[src/logic/phymr_defines.vh]
// Constants for the management register bank: addresses, bit classes, resets
`ifndef PHYMR_DEFINES_VH
`define PHYMR_DEFINES_VH

`define PHYMR_DW            16
`define PHYMR_AW            5
`define PHYMR_ALL_ONES      16'hffff
`define PHYMR_ZERO          16'h0000

// Register addresses
`define PHYMR_A_BASIC_CTRL  5'h00
`define PHYMR_A_BASIC_STAT  5'h01
`define PHYMR_A_ID_HIGH     5'h02
`define PHYMR_A_ID_LOW      5'h03
`define PHYMR_A_AN_ADV      5'h04
`define PHYMR_A_AN_LPA      5'h05
`define PHYMR_A_AN_EXP      5'h06
`define PHYMR_A_AN_NP_TX    5'h07
`define PHYMR_A_AN_LP_NP    5'h08
`define PHYMR_A_STD_LAST    5'h08
`define PHYMR_A_VEND_CTRL   5'h10
`define PHYMR_A_QPOLL       5'h11
`define PHYMR_A_TEN_OPS     5'h12
`define PHYMR_A_VEND_CTRL2  5'h13

// Command override bit in the vendor extended control register
`define PHYMR_OVR_BIT       15
// Preamble suppression bit in the basic status register
`define PHYMR_PRE_SUP_BIT   6

// Per-register class masks: read-only, override-gated, read/write, write-zero-only
`define PHYMR_RO_0          16'h007f
`define PHYMR_CW_0          16'h0000
`define PHYMR_RW_0          16'hff80
`define PHYMR_W0_0          16'h0000
`define PHYMR_RST_0         16'h3000

`define PHYMR_RO_1          16'hffbf
`define PHYMR_CW_1          16'h0040
`define PHYMR_RW_1          16'h0000
`define PHYMR_W0_1          16'h0000
`define PHYMR_RST_1         16'h0000

`define PHYMR_RO_4          16'h4000
`define PHYMR_RW_4          16'hbfff
`define PHYMR_RST_4         16'h01e1

`define PHYMR_RO_7          16'h4800
`define PHYMR_RW_7          16'hb7ff
`define PHYMR_RST_7         16'h2001

`define PHYMR_RO_16         16'h87c0
`define PHYMR_CW_16         16'h7800
`define PHYMR_RW_16         16'h003f
`define PHYMR_RST_16        16'h0000

`define PHYMR_RO_18         16'h03ff
`define PHYMR_RW_18         16'he000
`define PHYMR_W0_18         16'h1c00
`define PHYMR_RST_18        16'h1c00

`define PHYMR_CW_19         16'h8000
`define PHYMR_RW_19         16'h7fff
`define PHYMR_RST_19        16'h0000

// Fixed read-only contents of registers without a live source
`define PHYMR_RST_6         16'h0004
`define PHYMR_RST_8         16'h0000

`endif

[src/logic/phymr_reg_cell.v]
// One 16-bit management register with per-bit access classes
`timescale 1ns/1ps
`include "phymr_defines.vh"

module phymr_reg_cell #(
  parameter [15:0] RST_VAL = 16'h0000,
  parameter [15:0] RO_MASK = 16'hffff,
  parameter [15:0] CW_MASK = 16'h0000,
  parameter [15:0] RW_MASK = 16'h0000,
  parameter [15:0] W0_MASK = 16'h0000
) (
  input  wire        clk_sys,     // System clock
  input  wire        resetn,      // Async reset, active low
  input  wire        wr_en,       // Write strobe for this register
  input  wire [15:0] wdata,       // Write data
  input  wire        override,    // Override-gated bits writable
  input  wire [15:0] hw_val,      // Live value of read-only bits
  output wire [15:0] rd_val,      // Value returned on a read
  output wire [15:0] stored       // Stored value, read-only bits zero
);

  reg  [15:0] val_reg;
  wire [15:0] val_next;

  ////////////////////////////////////////////////////////////////////////////
  // Each class merges its own slice; read-only bits never take write data
  assign val_next = (wdata & RW_MASK)                                       // see RULE7
                  | ((override ? wdata : val_reg) & CW_MASK)               // see RULE4
                  | (val_reg & wdata & W0_MASK);                           // see RULE8

  always @(posedge clk_sys or negedge resetn) begin
    if (!resetn) begin
      val_reg <= RST_VAL & ~RO_MASK;
    end else if (wr_en) begin
      val_reg <= val_next;                                                  // see RULE3
    end
  end

  assign stored = val_reg;
  assign rd_val = (val_reg & ~RO_MASK) | (hw_val & RO_MASK);                // see RULE3

endmodule // phymr_reg_cell

[src/logic/phymr_override_ctl.v]
// Single-shot command override flag
`timescale 1ns/1ps
`include "phymr_defines.vh"

module phymr_override_ctl (
  input  wire clk_sys,     // System clock
  input  wire resetn,      // Async reset, active low
  input  wire wr_impl,     // Write to an implemented register
  input  wire wr_ovr_reg,  // That write targets the override register
  input  wire wr_ovr_bit,  // Write data bit of the override flag
  output wire override     // Flag, applies to the next write
);

  reg override_reg;

  ////////////////////////////////////////////////////////////////////////////
  // A pending flag is consumed by the very next implemented write, even one
  // that writes the flag again, so one set grants exactly one write.
  always @(posedge clk_sys or negedge resetn) begin
    if (!resetn) begin
      override_reg <= 1'b0;                                                 // see RULE4
    end else if (wr_impl) begin
      if (override_reg) begin
        override_reg <= 1'b0;                                               // see RULE6
      end else if (wr_ovr_reg && wr_ovr_bit) begin
        override_reg <= 1'b1;                                               // see RULE5
      end
    end
  end

  assign override = override_reg;

endmodule // phymr_override_ctl

[src/logic/phymr_reg_bank.v]
// Management register bank of the transceiver, behind the decoded frame port
// Function
// RULE1: Decode 0 control, 1 status, 2-3 identifier, 4-8 autoneg; 9-15 reserved.
// RULE2: Vendor registers 16 to 19 implemented; addresses 20 to 31 reserved.
// RULE3: Read-only bits read their value; writes to them are dropped.
// RULE4: Override-gated bits always readable; writes dropped while override bit is zero.
// RULE5: With override set, the next write may change gated bits; manager sets first.
// RULE6: Override bit clears itself on the write following its setting.
// RULE7: Read/write bits store written data and read it back unconditionally.
// RULE8: Write-zero-only bits are readable; writes can clear but never set them.
// RULE9: Every management register is sixteen bits wide.
// RULE10: Reads of unimplemented addresses return all ones; writes reach nothing.
// RULE11: Preamble suppression bit is override-gated, default zero.
// RULE12: Writes to reserved addresses have no effect, nor consume the override.
`timescale 1ns/1ps
`include "phymr_defines.vh"

module phymr_reg_bank #(
  parameter [15:0] ID_HIGH = 16'h1234,  // Arbitrary identifier value
  parameter [15:0] ID_LOW  = 16'h5678   // Arbitrary identifier value
) (
  input  wire        clk_sys,          // System clock, 25 MHz
  input  wire        resetn,           // Async reset, active low
  input  wire        mgmt_wr_en,       // Write request, one-cycle pulse
  input  wire        mgmt_rd_en,       // Read request, one-cycle pulse
  input  wire [4:0]  mgmt_addr,        // Register address of the frame
  input  wire [15:0] mgmt_wdata,       // Write data of the frame
  output reg  [15:0] mgmt_rdata,       // Read data, held until next read
  output reg         mgmt_rvalid,      // Read data valid, one-cycle pulse
  input  wire [15:0] status_in,        // Live basic status bits
  input  wire [15:0] partner_ability_in, // Live partner ability word
  input  wire [15:0] quick_poll_in,    // Live quick-poll status word
  input  wire [4:0]  phy_addr_in,      // Station address shown in reg 16
  input  wire [9:0]  ten_mbit_in,      // Live 10 Mb/s status bits
  output wire [15:0] basic_control,    // Stored control word
  output wire [15:0] autoneg_adv,      // Stored advertisement word
  output wire [15:0] ext_control,      // Stored vendor control word
  output wire [15:0] ext_control_two,  // Stored second vendor control word
  output wire [15:0] ten_mbit_ctrl,    // Stored 10 Mb/s control word
  output wire        preamble_sup_en,  // Preamble suppression enabled
  output wire        override_pending  // Override flag is armed
);

  ////////////////////////////////////////////////////////////////////////////
  // Address decode

  function addr_impl;
    input [4:0] a;
    reg         std_hit;
    reg         vend_hit;
    begin
      std_hit   = (a <= `PHYMR_A_STD_LAST);                                 // see RULE1
      vend_hit  = (a >= `PHYMR_A_VEND_CTRL) && (a <= `PHYMR_A_VEND_CTRL2);  // see RULE2
      addr_impl = std_hit || vend_hit;
    end
  endfunction

  function hit;
    input [4:0] a;
    input [4:0] target;
    begin
      hit = (a == target);
    end
  endfunction

  wire        override;
  wire        wr_impl;
  wire        we_r0;
  wire        we_r1;
  wire        we_r4;
  wire        we_r7;
  wire        we_r16;
  wire        we_r18;
  wire        we_r19;

  wire [15:0] rv0;
  wire [15:0] rv1;
  wire [15:0] rv2;
  wire [15:0] rv3;
  wire [15:0] rv4;
  wire [15:0] rv5;
  wire [15:0] rv6;
  wire [15:0] rv7;
  wire [15:0] rv8;
  wire [15:0] rv16;
  wire [15:0] rv17;
  wire [15:0] rv18;
  wire [15:0] rv19;
  wire [15:0] st1;
  wire [15:0] hw16;
  wire [15:0] hw18;
  wire [15:0] rd_mux;

  // Reserved addresses never strobe a cell nor the override flag
  assign wr_impl = mgmt_wr_en && addr_impl(mgmt_addr);                      // see RULE10 RULE12

  phymr_override_ctl u_ovr (
    .clk_sys    (clk_sys),
    .resetn     (resetn),
    .wr_impl    (wr_impl),
    .wr_ovr_reg (hit(mgmt_addr, `PHYMR_A_VEND_CTRL)),
    .wr_ovr_bit (mgmt_wdata[`PHYMR_OVR_BIT]),
    .override   (override)
  );

  ////////////////////////////////////////////////////////////////////////////
  // Write strobes, one per stored register

  assign we_r0  = wr_impl && hit(mgmt_addr, `PHYMR_A_BASIC_CTRL);
  assign we_r1  = wr_impl && hit(mgmt_addr, `PHYMR_A_BASIC_STAT);
  assign we_r4  = wr_impl && hit(mgmt_addr, `PHYMR_A_AN_ADV);
  assign we_r7  = wr_impl && hit(mgmt_addr, `PHYMR_A_AN_NP_TX);
  assign we_r16 = wr_impl && hit(mgmt_addr, `PHYMR_A_VEND_CTRL);
  assign we_r18 = wr_impl && hit(mgmt_addr, `PHYMR_A_TEN_OPS);
  assign we_r19 = wr_impl && hit(mgmt_addr, `PHYMR_A_VEND_CTRL2);

  ////////////////////////////////////////////////////////////////////////////
  // Standard registers

  phymr_reg_cell #(
    .RST_VAL (`PHYMR_RST_0),
    .RO_MASK (`PHYMR_RO_0),
    .CW_MASK (`PHYMR_CW_0),
    .RW_MASK (`PHYMR_RW_0),
    .W0_MASK (`PHYMR_W0_0)
  ) u_r0 (
    .clk_sys  (clk_sys),
    .resetn   (resetn),
    .wr_en    (we_r0),
    .wdata    (mgmt_wdata),
    .override (override),
    .hw_val   (`PHYMR_RST_0),
    .rd_val   (rv0),
    .stored   (basic_control)
  );

  // Status word: live read-only bits plus the gated suppression bit
  phymr_reg_cell #(
    .RST_VAL (`PHYMR_RST_1),
    .RO_MASK (`PHYMR_RO_1),
    .CW_MASK (`PHYMR_CW_1),
    .RW_MASK (`PHYMR_RW_1),
    .W0_MASK (`PHYMR_W0_1)
  ) u_r1 (
    .clk_sys  (clk_sys),
    .resetn   (resetn),
    .wr_en    (we_r1),
    .wdata    (mgmt_wdata),
    .override (override),                                                   // see RULE11
    .hw_val   (status_in),
    .rd_val   (rv1),
    .stored   (st1)
  );

  assign preamble_sup_en = st1[`PHYMR_PRE_SUP_BIT];                         // see RULE11

  // Fully read-only registers need no storage
  assign rv2 = ID_HIGH;                                                     // see RULE3
  assign rv3 = ID_LOW;                                                      // see RULE3
  assign rv5 = partner_ability_in;                                          // see RULE3
  assign rv6 = `PHYMR_RST_6;                                                // see RULE3
  assign rv8 = `PHYMR_RST_8;                                                // see RULE3

  phymr_reg_cell #(
    .RST_VAL (`PHYMR_RST_4),
    .RO_MASK (`PHYMR_RO_4),
    .CW_MASK (`PHYMR_ZERO),
    .RW_MASK (`PHYMR_RW_4),
    .W0_MASK (`PHYMR_ZERO)
  ) u_r4 (
    .clk_sys  (clk_sys),
    .resetn   (resetn),
    .wr_en    (we_r4),
    .wdata    (mgmt_wdata),
    .override (override),
    .hw_val   (`PHYMR_RST_4),
    .rd_val   (rv4),
    .stored   (autoneg_adv)
  );

  phymr_reg_cell #(
    .RST_VAL (`PHYMR_RST_7),
    .RO_MASK (`PHYMR_RO_7),
    .CW_MASK (`PHYMR_ZERO),
    .RW_MASK (`PHYMR_RW_7),
    .W0_MASK (`PHYMR_ZERO)
  ) u_r7 (
    .clk_sys  (clk_sys),
    .resetn   (resetn),
    .wr_en    (we_r7),
    .wdata    (mgmt_wdata),
    .override (override),
    .hw_val   (`PHYMR_RST_7),
    .rd_val   (rv7),
    .stored   ()
  );

  ////////////////////////////////////////////////////////////////////////////
  // Vendor registers

  // Override flag and station address appear as read-only bits here
  assign hw16 = {override,
                 {4{1'b0}},
                 phy_addr_in,
                 {6{1'b0}}};

  phymr_reg_cell #(
    .RST_VAL (`PHYMR_RST_16),
    .RO_MASK (`PHYMR_RO_16),
    .CW_MASK (`PHYMR_CW_16),
    .RW_MASK (`PHYMR_RW_16),
    .W0_MASK (`PHYMR_ZERO)
  ) u_r16 (
    .clk_sys  (clk_sys),
    .resetn   (resetn),
    .wr_en    (we_r16),
    .wdata    (mgmt_wdata),
    .override (override),                                                   // see RULE5
    .hw_val   (hw16),
    .rd_val   (rv16),
    .stored   (ext_control)
  );

  assign rv17 = quick_poll_in;                                              // see RULE3

  assign hw18 = {{6{1'b0}},
                 ten_mbit_in};

  phymr_reg_cell #(
    .RST_VAL (`PHYMR_RST_18),
    .RO_MASK (`PHYMR_RO_18),
    .CW_MASK (`PHYMR_ZERO),
    .RW_MASK (`PHYMR_RW_18),
    .W0_MASK (`PHYMR_W0_18)
  ) u_r18 (
    .clk_sys  (clk_sys),
    .resetn   (resetn),
    .wr_en    (we_r18),
    .wdata    (mgmt_wdata),
    .override (override),
    .hw_val   (hw18),
    .rd_val   (rv18),
    .stored   (ten_mbit_ctrl)
  );

  phymr_reg_cell #(
    .RST_VAL (`PHYMR_RST_19),
    .RO_MASK (`PHYMR_ZERO),
    .CW_MASK (`PHYMR_CW_19),
    .RW_MASK (`PHYMR_RW_19),
    .W0_MASK (`PHYMR_ZERO)
  ) u_r19 (
    .clk_sys  (clk_sys),
    .resetn   (resetn),
    .wr_en    (we_r19),
    .wdata    (mgmt_wdata),
    .override (override),
    .hw_val   (`PHYMR_ZERO),
    .rd_val   (rv19),
    .stored   (ext_control_two)
  );

  assign override_pending = override;

  ////////////////////////////////////////////////////////////////////////////
  // Read path

  reg [15:0] rd_sel;

  always @* begin
    case (mgmt_addr)
      `PHYMR_A_BASIC_CTRL: rd_sel = rv0;                                    // see RULE1
      `PHYMR_A_BASIC_STAT: rd_sel = rv1;
      `PHYMR_A_ID_HIGH:    rd_sel = rv2;
      `PHYMR_A_ID_LOW:     rd_sel = rv3;
      `PHYMR_A_AN_ADV:     rd_sel = rv4;
      `PHYMR_A_AN_LPA:     rd_sel = rv5;
      `PHYMR_A_AN_EXP:     rd_sel = rv6;
      `PHYMR_A_AN_NP_TX:   rd_sel = rv7;
      `PHYMR_A_AN_LP_NP:   rd_sel = rv8;
      `PHYMR_A_VEND_CTRL:  rd_sel = rv16;                                   // see RULE2
      `PHYMR_A_QPOLL:      rd_sel = rv17;
      `PHYMR_A_TEN_OPS:    rd_sel = rv18;
      `PHYMR_A_VEND_CTRL2: rd_sel = rv19;
      default:             rd_sel = `PHYMR_ALL_ONES;                        // see RULE10
    endcase
  end

  assign rd_mux = addr_impl(mgmt_addr) ? rd_sel                             // see RULE10
                                       : `PHYMR_ALL_ONES;

  // Valid follows the read strobe by one cycle, whatever the address
  always @(posedge clk_sys or negedge resetn) begin
    if (!resetn) begin
      mgmt_rvalid <= 1'b0;
    end else begin
      mgmt_rvalid <= mgmt_rd_en;
    end
  end

  // Data is a 16-bit word, matching the frame's data field; held between reads
  always @(posedge clk_sys or negedge resetn) begin
    if (!resetn) begin
      mgmt_rdata <= `PHYMR_ZERO;
    end else if (mgmt_rd_en) begin
      mgmt_rdata <= rd_mux;                                                 // see RULE9
    end
  end

endmodule // phymr_reg_bank

[config.mk]
export PLATFORM = sky130hd
export DESIGN_NAME = phymr_reg_bank
export DESIGN_NICKNAME = d
export VERILOG_FILES = /design/src/logic/phymr_reg_cell.v /design/src/logic/phymr_override_ctl.v /design/src/logic/phymr_reg_bank.v
export VERILOG_INCLUDE_DIRS = /design/src /design/src/logic
export SDC_FILE = /design/constraint.sdc
export NUM_CORES = 1
export LEC_CHECK = 0
export BUFFER_PORTS_ARGS = -buffer_cell sky130_fd_sc_hd__buf_4
export CAP_MARGIN = 20
export CORE_MARGIN = 2
export CORE_UTILIZATION = 45
export DETAILED_ROUTE_END_ITERATION = 8
export GPL_ROUTABILITY_DRIVEN = 0
export MAX_ROUTING_LAYER = met4
export PLACE_DENSITY = 0.86
export SKIP_LAST_GASP = 1
export SLEW_MARGIN = 20
export SYNTH_ARGS = -nofsm -noshare
export SYNTH_HDL_FRONTEND = slang
export SYNTH_SLANG_ARGS = --single-unit
export TNS_END_PERCENT = 5
[constraint.sdc]
create_clock -name clk_sys -period 2.4 [get_ports clk_sys]
set_input_delay 0.12 -clock clk_sys [delete_from_list [all_inputs] [get_ports clk_sys]]
set_output_delay 0.12 -clock clk_sys [all_outputs]
set_load 0.01 [all_outputs]
==> reports/results.ini, run 1 <==
[cells_and_area]
drive_gt1_share_pct=53.6
final_common_cell=buf_4
design_area_sq_mm=0.00631
layout.nets=645
area_delta_synth_final_pct=32.9
final_core_util_pct=61.4
stdcell_count=698
largest_reg_flops=16
final_cell_mix=buf_4, dfrtp_1, mux2_2, conb_1, nor2_1
top_register=mgmt_rdata
diodes=0

[yosys]
ys_async_sr_fraction_pct=100
synth-simple-area-share_pct=9.61
syn_inst=390
yosysSeqAreaShare_pct=47.2
yosysTopAreaCell=dfrtp_1
synth_xor_area_share_pct=0
yosys.area.top_type_share_pct=40.5
synth_compound_area_share_pct=13.1
synth_edf_count=0
ys_top_cells_by_area=dfrtp_1, mux2_2, dfstp_2
synth_area_sq_mm=0.00475
ys.flop_type=dfrtp_1
yosysUniqueCellTypes=63
yosys.area_share.adder_pct=0
ys_ff_latch=89
avgSynthCellArea_sq_um=12.2
synthMuxAreaShare_pct=23.4
yosys_warnings=0
synth_top_family_by_area=multiplexers

[timing]
final.period_utilization_pct=67.6
finalHoldViolCount=0
tightest_slew_ps=746
min_period_ps=1620
clock_skew_ps=10.6
maxSlewViolCount=0
timing.hold.ws_ps=20.8
setup_viol=0
setup_tns_ps=0
slew_headroom_pct=49.9
fmax_ghz=0.617
rsz0062_at_grt=no

[critical_path]
r2r-end=mgmt_rdata[8]
critPathLaunch=mgmt_addr[0]
cp_cell_sequence=buf_4, or3_1, nor3b_2, nand2_2, mux2_2
worst-r2r-setup-slack_ps=890
worstPathRequired_ps=2640
crit_end=u_r4.stored[10]
r2r_cells=4
r2r-start=u_r0.stored[8]
crit_arrival_ps=1860
cp_max_fo=24
endpoint_kind=flip-flop
crit_type=primary input to flip-flop
slowest_delay_ps=470
cp-start-kind=primary input
slowest_stage=or3_1

[power]
p_leak_nw=3.07
ir_worst_vdd_mv=0.400
power.density_mw_per_mm2=617

[global_routing]
grt.overflow.total=0
antenna_found_initial=0
grt_pass1_vias=4151
track_usage_pct=27.1
grt_max_degree=51
grt_pass1_wl_mm=22.7

[routing]
wl_per_cell_microns=21.4
wl_met2_mm=7.42
drt-pass1-iter-count=5
met3_wirelength_mm=1.25
top_layer_used=met4
drtAntennaViolNets=0
drtIter0Drc=320
via_per_inst=5.69
drc=0
met1_length_mm=6.04
vias=3970
routed_wl_mm=14.9

[clocking]
cts_tree=yes
clockBufferDepth=2
clkTransAtPathRegs_ps=90
cts_resized=0
postCtsSetupBuffers=0
cts_buffers=9
clock_sinks=89
cts_max_level=3
worstSkewPairLatency_ps=360
cts_root_buf=clkbuf_8

[floorplan]
ios=187
dieArea_sq_mm=0.0114
die_x_microns=107
initial_core_util_pct=46.2
core_area_sq_mm=0.0103
dieHeight_microns=107
row_count=37

[run]
drv_cap=0

[placement]
dpl.hpwl_mm=10.9
placed_cells=681
port_buffers=161
dpl_cell_area_sq_mm=0.00608

[status]
status=finished clean

[worst_hold_path]
min_path_type=primary input to flip-flop

-- metrics by stage --
step,power [mW],worst slack [ps]
5_1_grt,4.08,714
3_3_place_gp,2.74,476
3_5_place_dp,2.77,421
6_report,3.90,778
2_1_floorplan,2.28,777
4_1_cts,3.93,794
-- routing by layer --
layer | GRT usage (%) | vias up
met5 | - | -
met3 | 4.74 | 20
met2 | 43.7 | 210
met4 | 10.8 | 0
met1 | 34.0 | 1986
li1 | - | 1754
-- worst min path at each step --
stage	startpoint	end	cells after the start
4_1_cts	mgmt_wdata[6]	u_r19.rd_val[6]	2
2_1_floorplan	resetn	asynchronous set/reset pin	0
3_3_place_gp	resetn	u_r16.stored[0]	1
6_report	mgmt_wdata[11]	u_r18.stored[11]	2
3_5_place_dp	resetn	u_r19.rd_val[0]	1
5_1_grt	mgmt_wdata[1]	u_r4.stored[1]	2
-- repair_timing --
| item | in CTS | in global routing |
|---|---|---|
| endpoints found under the setup margin | 0 | 0 |
| hold buffers | 1 | 0 |
| hold endpoints to repair | 36 | 0 |
-- cell families (layout without fill, tap and decap cells) --
group           after synthesis  after routing
compound gates               79             79
simple gates                 75             75
flops                        89             89
buf+inv                      52            201
other cells                   1             24
mux                          94             94
-- cells in the mapped netlist (3+ instances only) --
cell      count
o21ai_0       3
buf_4        25
mux4_2        3
mux2_4       10
inv_1         3
nand3_1       9
mux2i_1      14
nand2_1       8
o32a_1        8
a22o_1        5
nor2_1       19
and2_1        4
o311ai_0      3
a221o_1       3
o21a_1        5
a221oi_1      6
dfrtp_1      77
a32oi_1       4
buf_2        16
a21oi_1       7
a31oi_1       6
clkbuf_1      6
a22oi_1      13
dfstp_2      12
mux2_2       67
and3_1        6
nand2b_1      3
-- where the power goes --
part | internal [mW] | total (mW) | switching [mW]
sequential | 1.70 | 1.84 | 0.137
clock | 0.643 | 1.15 | 0.511
combinational | 0.506 | 0.908 | 0.402
-- critical path, delay by kind of cell --
kind | cells | cell delay [ps]
simple gates | 3 | 1090
buf+inv | 1 | 220
mux | 1 | 410
-- layout make-up --
type / count / area [sq um]
Clock buffer: 13 / 159
Clock inverter: 3 / 65.1
Fill cell: 835 / 3960
Inverter: 3 / 11.3
Multi-Input combinational cell: 272 / 2280
Sequential cell: 89 / 2240
Tap cell: 136 / 170
Timing Repair Buffer: 182 / 1380
No activity file was read; power rests on OpenSTA's default activity.
==> inputs of run 2 (changes only) <==
clock period = 1.7 ns   (was 2.4 ns; I/O delays follow)
==> run 2 against run 1 <==
Net effect: sequential power grew 41%; critical path depth fell by 1; register-to-register slack worse by 810 ps; sequential share of layout area shrank 2.1 points; core utilization is 3.8 points higher; largest power group unchanged.
==> reports/results.ini, run 2 (synthesized netlist as in run 1, its figures left out) <==
[status]
status=finished clean

[critical_path]
worstPathRequired_ps=1920
cp_top_family=compound AO/OA/AOI/OAI gates
endpoint_kind=flip-flop
slowest_stage=a2111oi_0
crit_type=flip-flop to flip-flop
cp-start-kind=flip-flop
cp_cell_sequence=mux2_2, a32o_1, a2111oi_0, a31oi_1
slowest_delay_ps=450
path_buf_inv=0
cp_max_fo=3
crit_arrival_ps=1840

[power]
p_leak_nw=3.26
ir_worst_vdd_mv=0.510
power.density_mw_per_mm2=831

[global_routing]
grt_pass1_wl_mm=23.8
track_usage_pct=28.1
grt_max_degree=48
grt_pass1_vias=4344
grt.overflow.total=0
antenna_found_initial=0

[timing]
finalHoldViolCount=0
min_period_ps=1620
clock_skew_ps=8.80
slew_headroom_pct=62.1
setup_viol=0
tightest_slew_ps=554
rsz0062_at_grt=no
fin_ws_ps=76.6
final.period_utilization_pct=95.5
fmax_ghz=0.616
setup_tns_ps=0
maxSlewViolCount=0

[floorplan]
core_area_sq_mm=0.0103
ios=187
row_count=37
dieHeight_microns=107
initial_core_util_pct=46.2
dieArea_sq_mm=0.0114
die_x_microns=107

[clocking]
cts_root_buf=clkbuf_8
cts_tree=yes
clockBufferDepth=2
cts_buffers=9
clock_sinks=89
cts_max_level=3
worstSkewPairLatency_ps=370
clkTransAtPathRegs_ps=90

[placement]
pre_cts_slack_ps=-2.18
port_buffers=161
dpl.hpwl_mm=11.5

[cells_and_area]
final_common_cell=buf_4
drive_gt1_share_pct=54.3
final_cell_mix=buf_4, dfrtp_1, mux2_2, conb_1
layout.nets=689
area_delta_synth_final_pct=41.2
largest_reg_flops=16
top_register=mgmt_rdata
diodes=0

[run]
drv_cap=0

[routing]
via_per_inst=5.70
routed_wl_mm=15.4
drtAntennaViolNets=0
vias=4232
drtIter0Drc=271
drc=0
drt-pass1-iter-count=5
wl_per_cell_microns=20.8

[worst_hold_path]
min_path_type=primary input to flip-flop

run 2: layout make-up:
type / count / area [sq um]
Fill cell: 787 / 3570
Clock buffer: 9 / 124
Multi-Input combinational cell: 272 / 2280
Timing Repair Buffer: 226 / 1780
Tap cell: 136 / 170
Clock inverter: 7 / 95.1
Sequential cell: 89 / 2240
Inverter: 3 / 11.3
run 2: final timing paths:
check | startpoint | to | slack (ps) | cells past startpoint
worst max-delay path | u_r0.stored[8] | mgmt_rdata[8] | 80 | 4
worst min-delay path | status_in[0] | mgmt_rdata[0] | 9 | 3
worst max register to register | u_r0.stored[8] | mgmt_rdata[8] | 80 | 4
max in group asynchronous | resetn | u_r18.stored[11] | 910 | 3
worst min register to register | u_r18.stored[10] | u_r18.stored[10] | 480 | 1
min in group asynchronous | resetn | mgmt_rdata[1] | 120 | 2
run 2: per-stage QoR:
step	total power, mW	area, sq um	util, %	cells	hold WS (ps)
2_1_floorplan	3.22	4840	-	413	-211
3_3_place_gp	3.90	6300	61.3	707	-46.3
3_5_place_dp	3.95	6300	61.3	707	-42.5
4_1_cts	5.59	6710	65.3	742	9.97
5_1_grt	5.80	6710	65.3	742	42.0
6_report	5.57	6710	65.3	742	9.05
run 2: worst register-to-register path: stages, from the launching register on:
cell and delay, ps:
dfrtp_1 400, mux2_2 260, a32o_1 210, a2111oi_0 450, a31oi_1 160
run 2: per-layer routing:
| metal | up-vias | track usage, % | routed length [microns] |
|---|---|---|---|
| li1 | 1850 | - | - |
| met5 | - | - | 0 |
| met1 | 2111 | 35.6 | 6300 |
| met4 | 0 | 10.0 | 320 |
| met2 | 243 | 46.0 | 7600 |
| met3 | 28 | 4.62 | 1210 |
run 2: repair_timing:
item,in CTS,in global routing
gates resized for setup,0,0
hold endpoints to repair,153,0
buffers inserted,0,0
hold buffers,19,0
run 2: power breakdown:
| part | leakage, nW | total [mW] | switching (mW) | internal, mW |
|---|---|---|---|---|
| Sequential | 1.11 | 2.59 | 0.197 | 2.40 |
| Combinational | 2.05 | 1.36 | 0.587 | 0.770 |
| Clock | 0.0975 | 1.62 | 0.796 | 0.824 |
==> inputs of run 3 (changes only) <==
--- a/config.mk
+++ b/config.mk
@@ -10,9 +10,9 @@
 export CAP_MARGIN = 20
 export CORE_MARGIN = 2
-export CORE_UTILIZATION = 45
+export CORE_UTILIZATION = 44
 export DETAILED_ROUTE_END_ITERATION = 8
 export GPL_ROUTABILITY_DRIVEN = 0
 export MAX_ROUTING_LAYER = met4
-export PLACE_DENSITY = 0.86
+export PLACE_DENSITY = 0.87
 export SKIP_LAST_GASP = 1
 export SLEW_MARGIN = 20
==> constraint.sdc (replaced) <==
create_clock -name clk_sys -period 1.37 [get_ports clk_sys]
set_input_delay 0.0685 -clock clk_sys [delete_from_list [all_inputs] [get_ports clk_sys]]
set_output_delay 0.0685 -clock clk_sys [all_outputs]
set_load 0.1 [all_outputs]
==> run 3 against run 2 <==
Net effect: the flow now finishes with violations (setup timing); register-to-register slack lost 200 ps; final area is 6.2% higher; non-clock buffer count is 43 higher; core utilization is 3.1 points higher; combinational power increased to 2.9 times the previous value; setup slack lost 200 ps; sequential power rose by 25%; count of clock-buffer cells in the layout increased by 4; routed wire length grew 8.1%; first-iteration DRC count up 33%; critical path depth down 1; flip-flop and latch count unchanged.
==> reports/results.ini, run 3 (synthesized netlist as in run 1, its figures left out) <==
[critical_path]
critPathLaunch=u_r19.rd_val[12]
cp_cell_sequence=mux4_2, and2_4, o32a_1
cp-start-kind=flip-flop
crit_end=mgmt_rdata[12]
cp.depth=3
cp_max_fo=2
crit_arrival_ps=1750
r2r-end=mgmt_rdata[12]
worstPathRequired_ps=1620
slowest_stage=dfrtp_4
path_buf_inv=0
slowest_delay_ps=480
endpoint_kind=flip-flop
cp_top_family=flip-flops
worst-r2r-setup-slack_ps=-120
crit_type=flip-flop to flip-flop
r2r_cells=3
r2r-start=u_r19.rd_val[12]

[timing]
final.period_utilization_pct=109
finalHoldViolCount=0
clock_skew_ps=11.5
rsz0062_at_grt=yes
tightest_slew_ps=860
setup_viol=24
slew_headroom_pct=42.2
fmax_ghz=0.670
min_period_ps=1490
setup_tns_ps=-726
maxSlewViolCount=0
fin_ws_ps=-122

[cells_and_area]
drive_gt1_share_pct=59.9
final_common_cell=buf_4
fillers=715
layout.nets=732
final_cell_mix=buf_4, mux2_2, dfrtp_1, conb_1, dlygate4sd3_1
area_delta_synth_final_pct=49.9
design_area_sq_mm=0.00713
final_core_util_pct=68.4
top_register=mgmt_rdata
diodes=0
largest_reg_flops=16

[worst_hold_path]
min_path_type=primary input to flip-flop

[power]
ir_worst_vdd_mv=0.817
clkPwrFrac_pct=21.5
power.density_mw_per_mm2=1300
p_leak_nw=3.48
combPwrFrac_pct=43.3
p_int_mw=5.14
power_mw=9.26
p_seq_share_pct=35.1
switching_share_pct=44.4
power.switching_mw=4.11

[global_routing]
track_usage_pct=30.0
grt_pass1_vias=4576
grt_max_degree=36
grt.overflow.total=0
antenna_found_initial=0
grt_pass1_wl_mm=25.3

[routing]
wl_per_cell_microns=21.2
drt-pass1-iter-count=5
via_per_inst=5.72
vias=4491
routed_wl_mm=16.7
drc=0
drtIter0Drc=360
drtAntennaViolNets=0

[clocking]
worstSkewPairLatency_ps=370
clockBufferDepth=2
cts_root_buf=clkbuf_8
cts_max_level=3
cts_buffers=9
cts_tree=yes
clkTransAtPathRegs_ps=90
clock_sinks=89

[floorplan]
row_count=37
dieHeight_microns=108
initial_core_util_pct=45.6
die_x_microns=108
ios=187
core_area_sq_mm=0.0104
dieArea_sq_mm=0.0116

[placement]
port_buffers=161
dpl_cell_area_sq_mm=0.00666
dpl.hpwl_mm=12.7
pre_cts_slack_ps=-363

[run]
drv_cap=0

[status]
status=complete, but fails checks
violations=setup timing

## run 3: cell types whose count changed in the layout (fill, tap and decap cells not counted), moves of 3 or more
cell        before  now
buf_4          204  243
clkbuf_1         0    3
clkinvlp_4       4    0
dfrtp_2          0   16
dfrtp_4          0    3
dfrtp_1         77   58
## run 3: worst min path at each step
stage,start,cells past startpoint,endpoint
2_1_floorplan,resetn,0,asynchronous set/reset pin
3_3_place_gp,resetn,1,u_r19.rd_val[9]
3_5_place_dp,resetn,1,mgmt_rdata[9]
4_1_cts,mgmt_rd_en,3,mgmt_rdata[0]
5_1_grt,quick_poll_in[1],3,mgmt_rdata[1]
6_report,quick_poll_in[1],3,mgmt_rdata[1]
## run 3: timing repair
| item | 4_1_cts | 5_1_grt |
|---|---|---|
| hold buffers | 21 | 0 |
| endpoints found under the setup margin | 5 | 50 |
| pin swaps | 1 | 0 |
| hold endpoints to repair | 104 | 0 |
| setup buffers | 0 | 1 |
| gates resized for setup | 3 | 4 |
## run 3: stage by stage
step,cells,hold slack [ps]
4_1_cts,784,17.2
3_5_place_dp,747,66.8
3_3_place_gp,747,58.7
6_report,785,31.8
5_1_grt,785,26.5
2_1_floorplan,413,-227
## run 3: worst register-to-register path, stage by stage (launching register included)
cell and delay [ps]:
dfrtp_4 480, mux4_2 480, and2_4 150, o32a_1 280
## run 3: final cells by class
cell class,count,area (sq um),area share (%)
Timing Repair Buffer,269,2130,30.0
Multi-Input combinational cell,272,2320,32.6
Sequential cell,89,2270,31.9
Clock buffer,13,149,2.09
Inverter,3,11.3,0.158
Tap cell,136,170,2.39
Clock inverter,3,65.1,0.913
## run 3: routing by layer
metal	part of all wire [%]	up-vias	track usage (%)
met5	0	-	-
met4	3.6	0	13.6
met3	8.6	64	4.90
met2	49	305	47.3
met1	39	2185	38.2
li1	-	1937	-
## run 3: power groups by stage
stage / combinational (mW) / sequential [mW] / clock [mW]
after floorplan: 0.924 / 5.22 / 0
after global placement: 3.88 / 3.27 / 0
after detailed placement: 3.93 / 3.29 / 0
after CTS: 3.99 / 3.24 / 2.02
after global routing: 4.12 / 3.29 / 2.13
final: 4.01 / 3.25 / 1.99
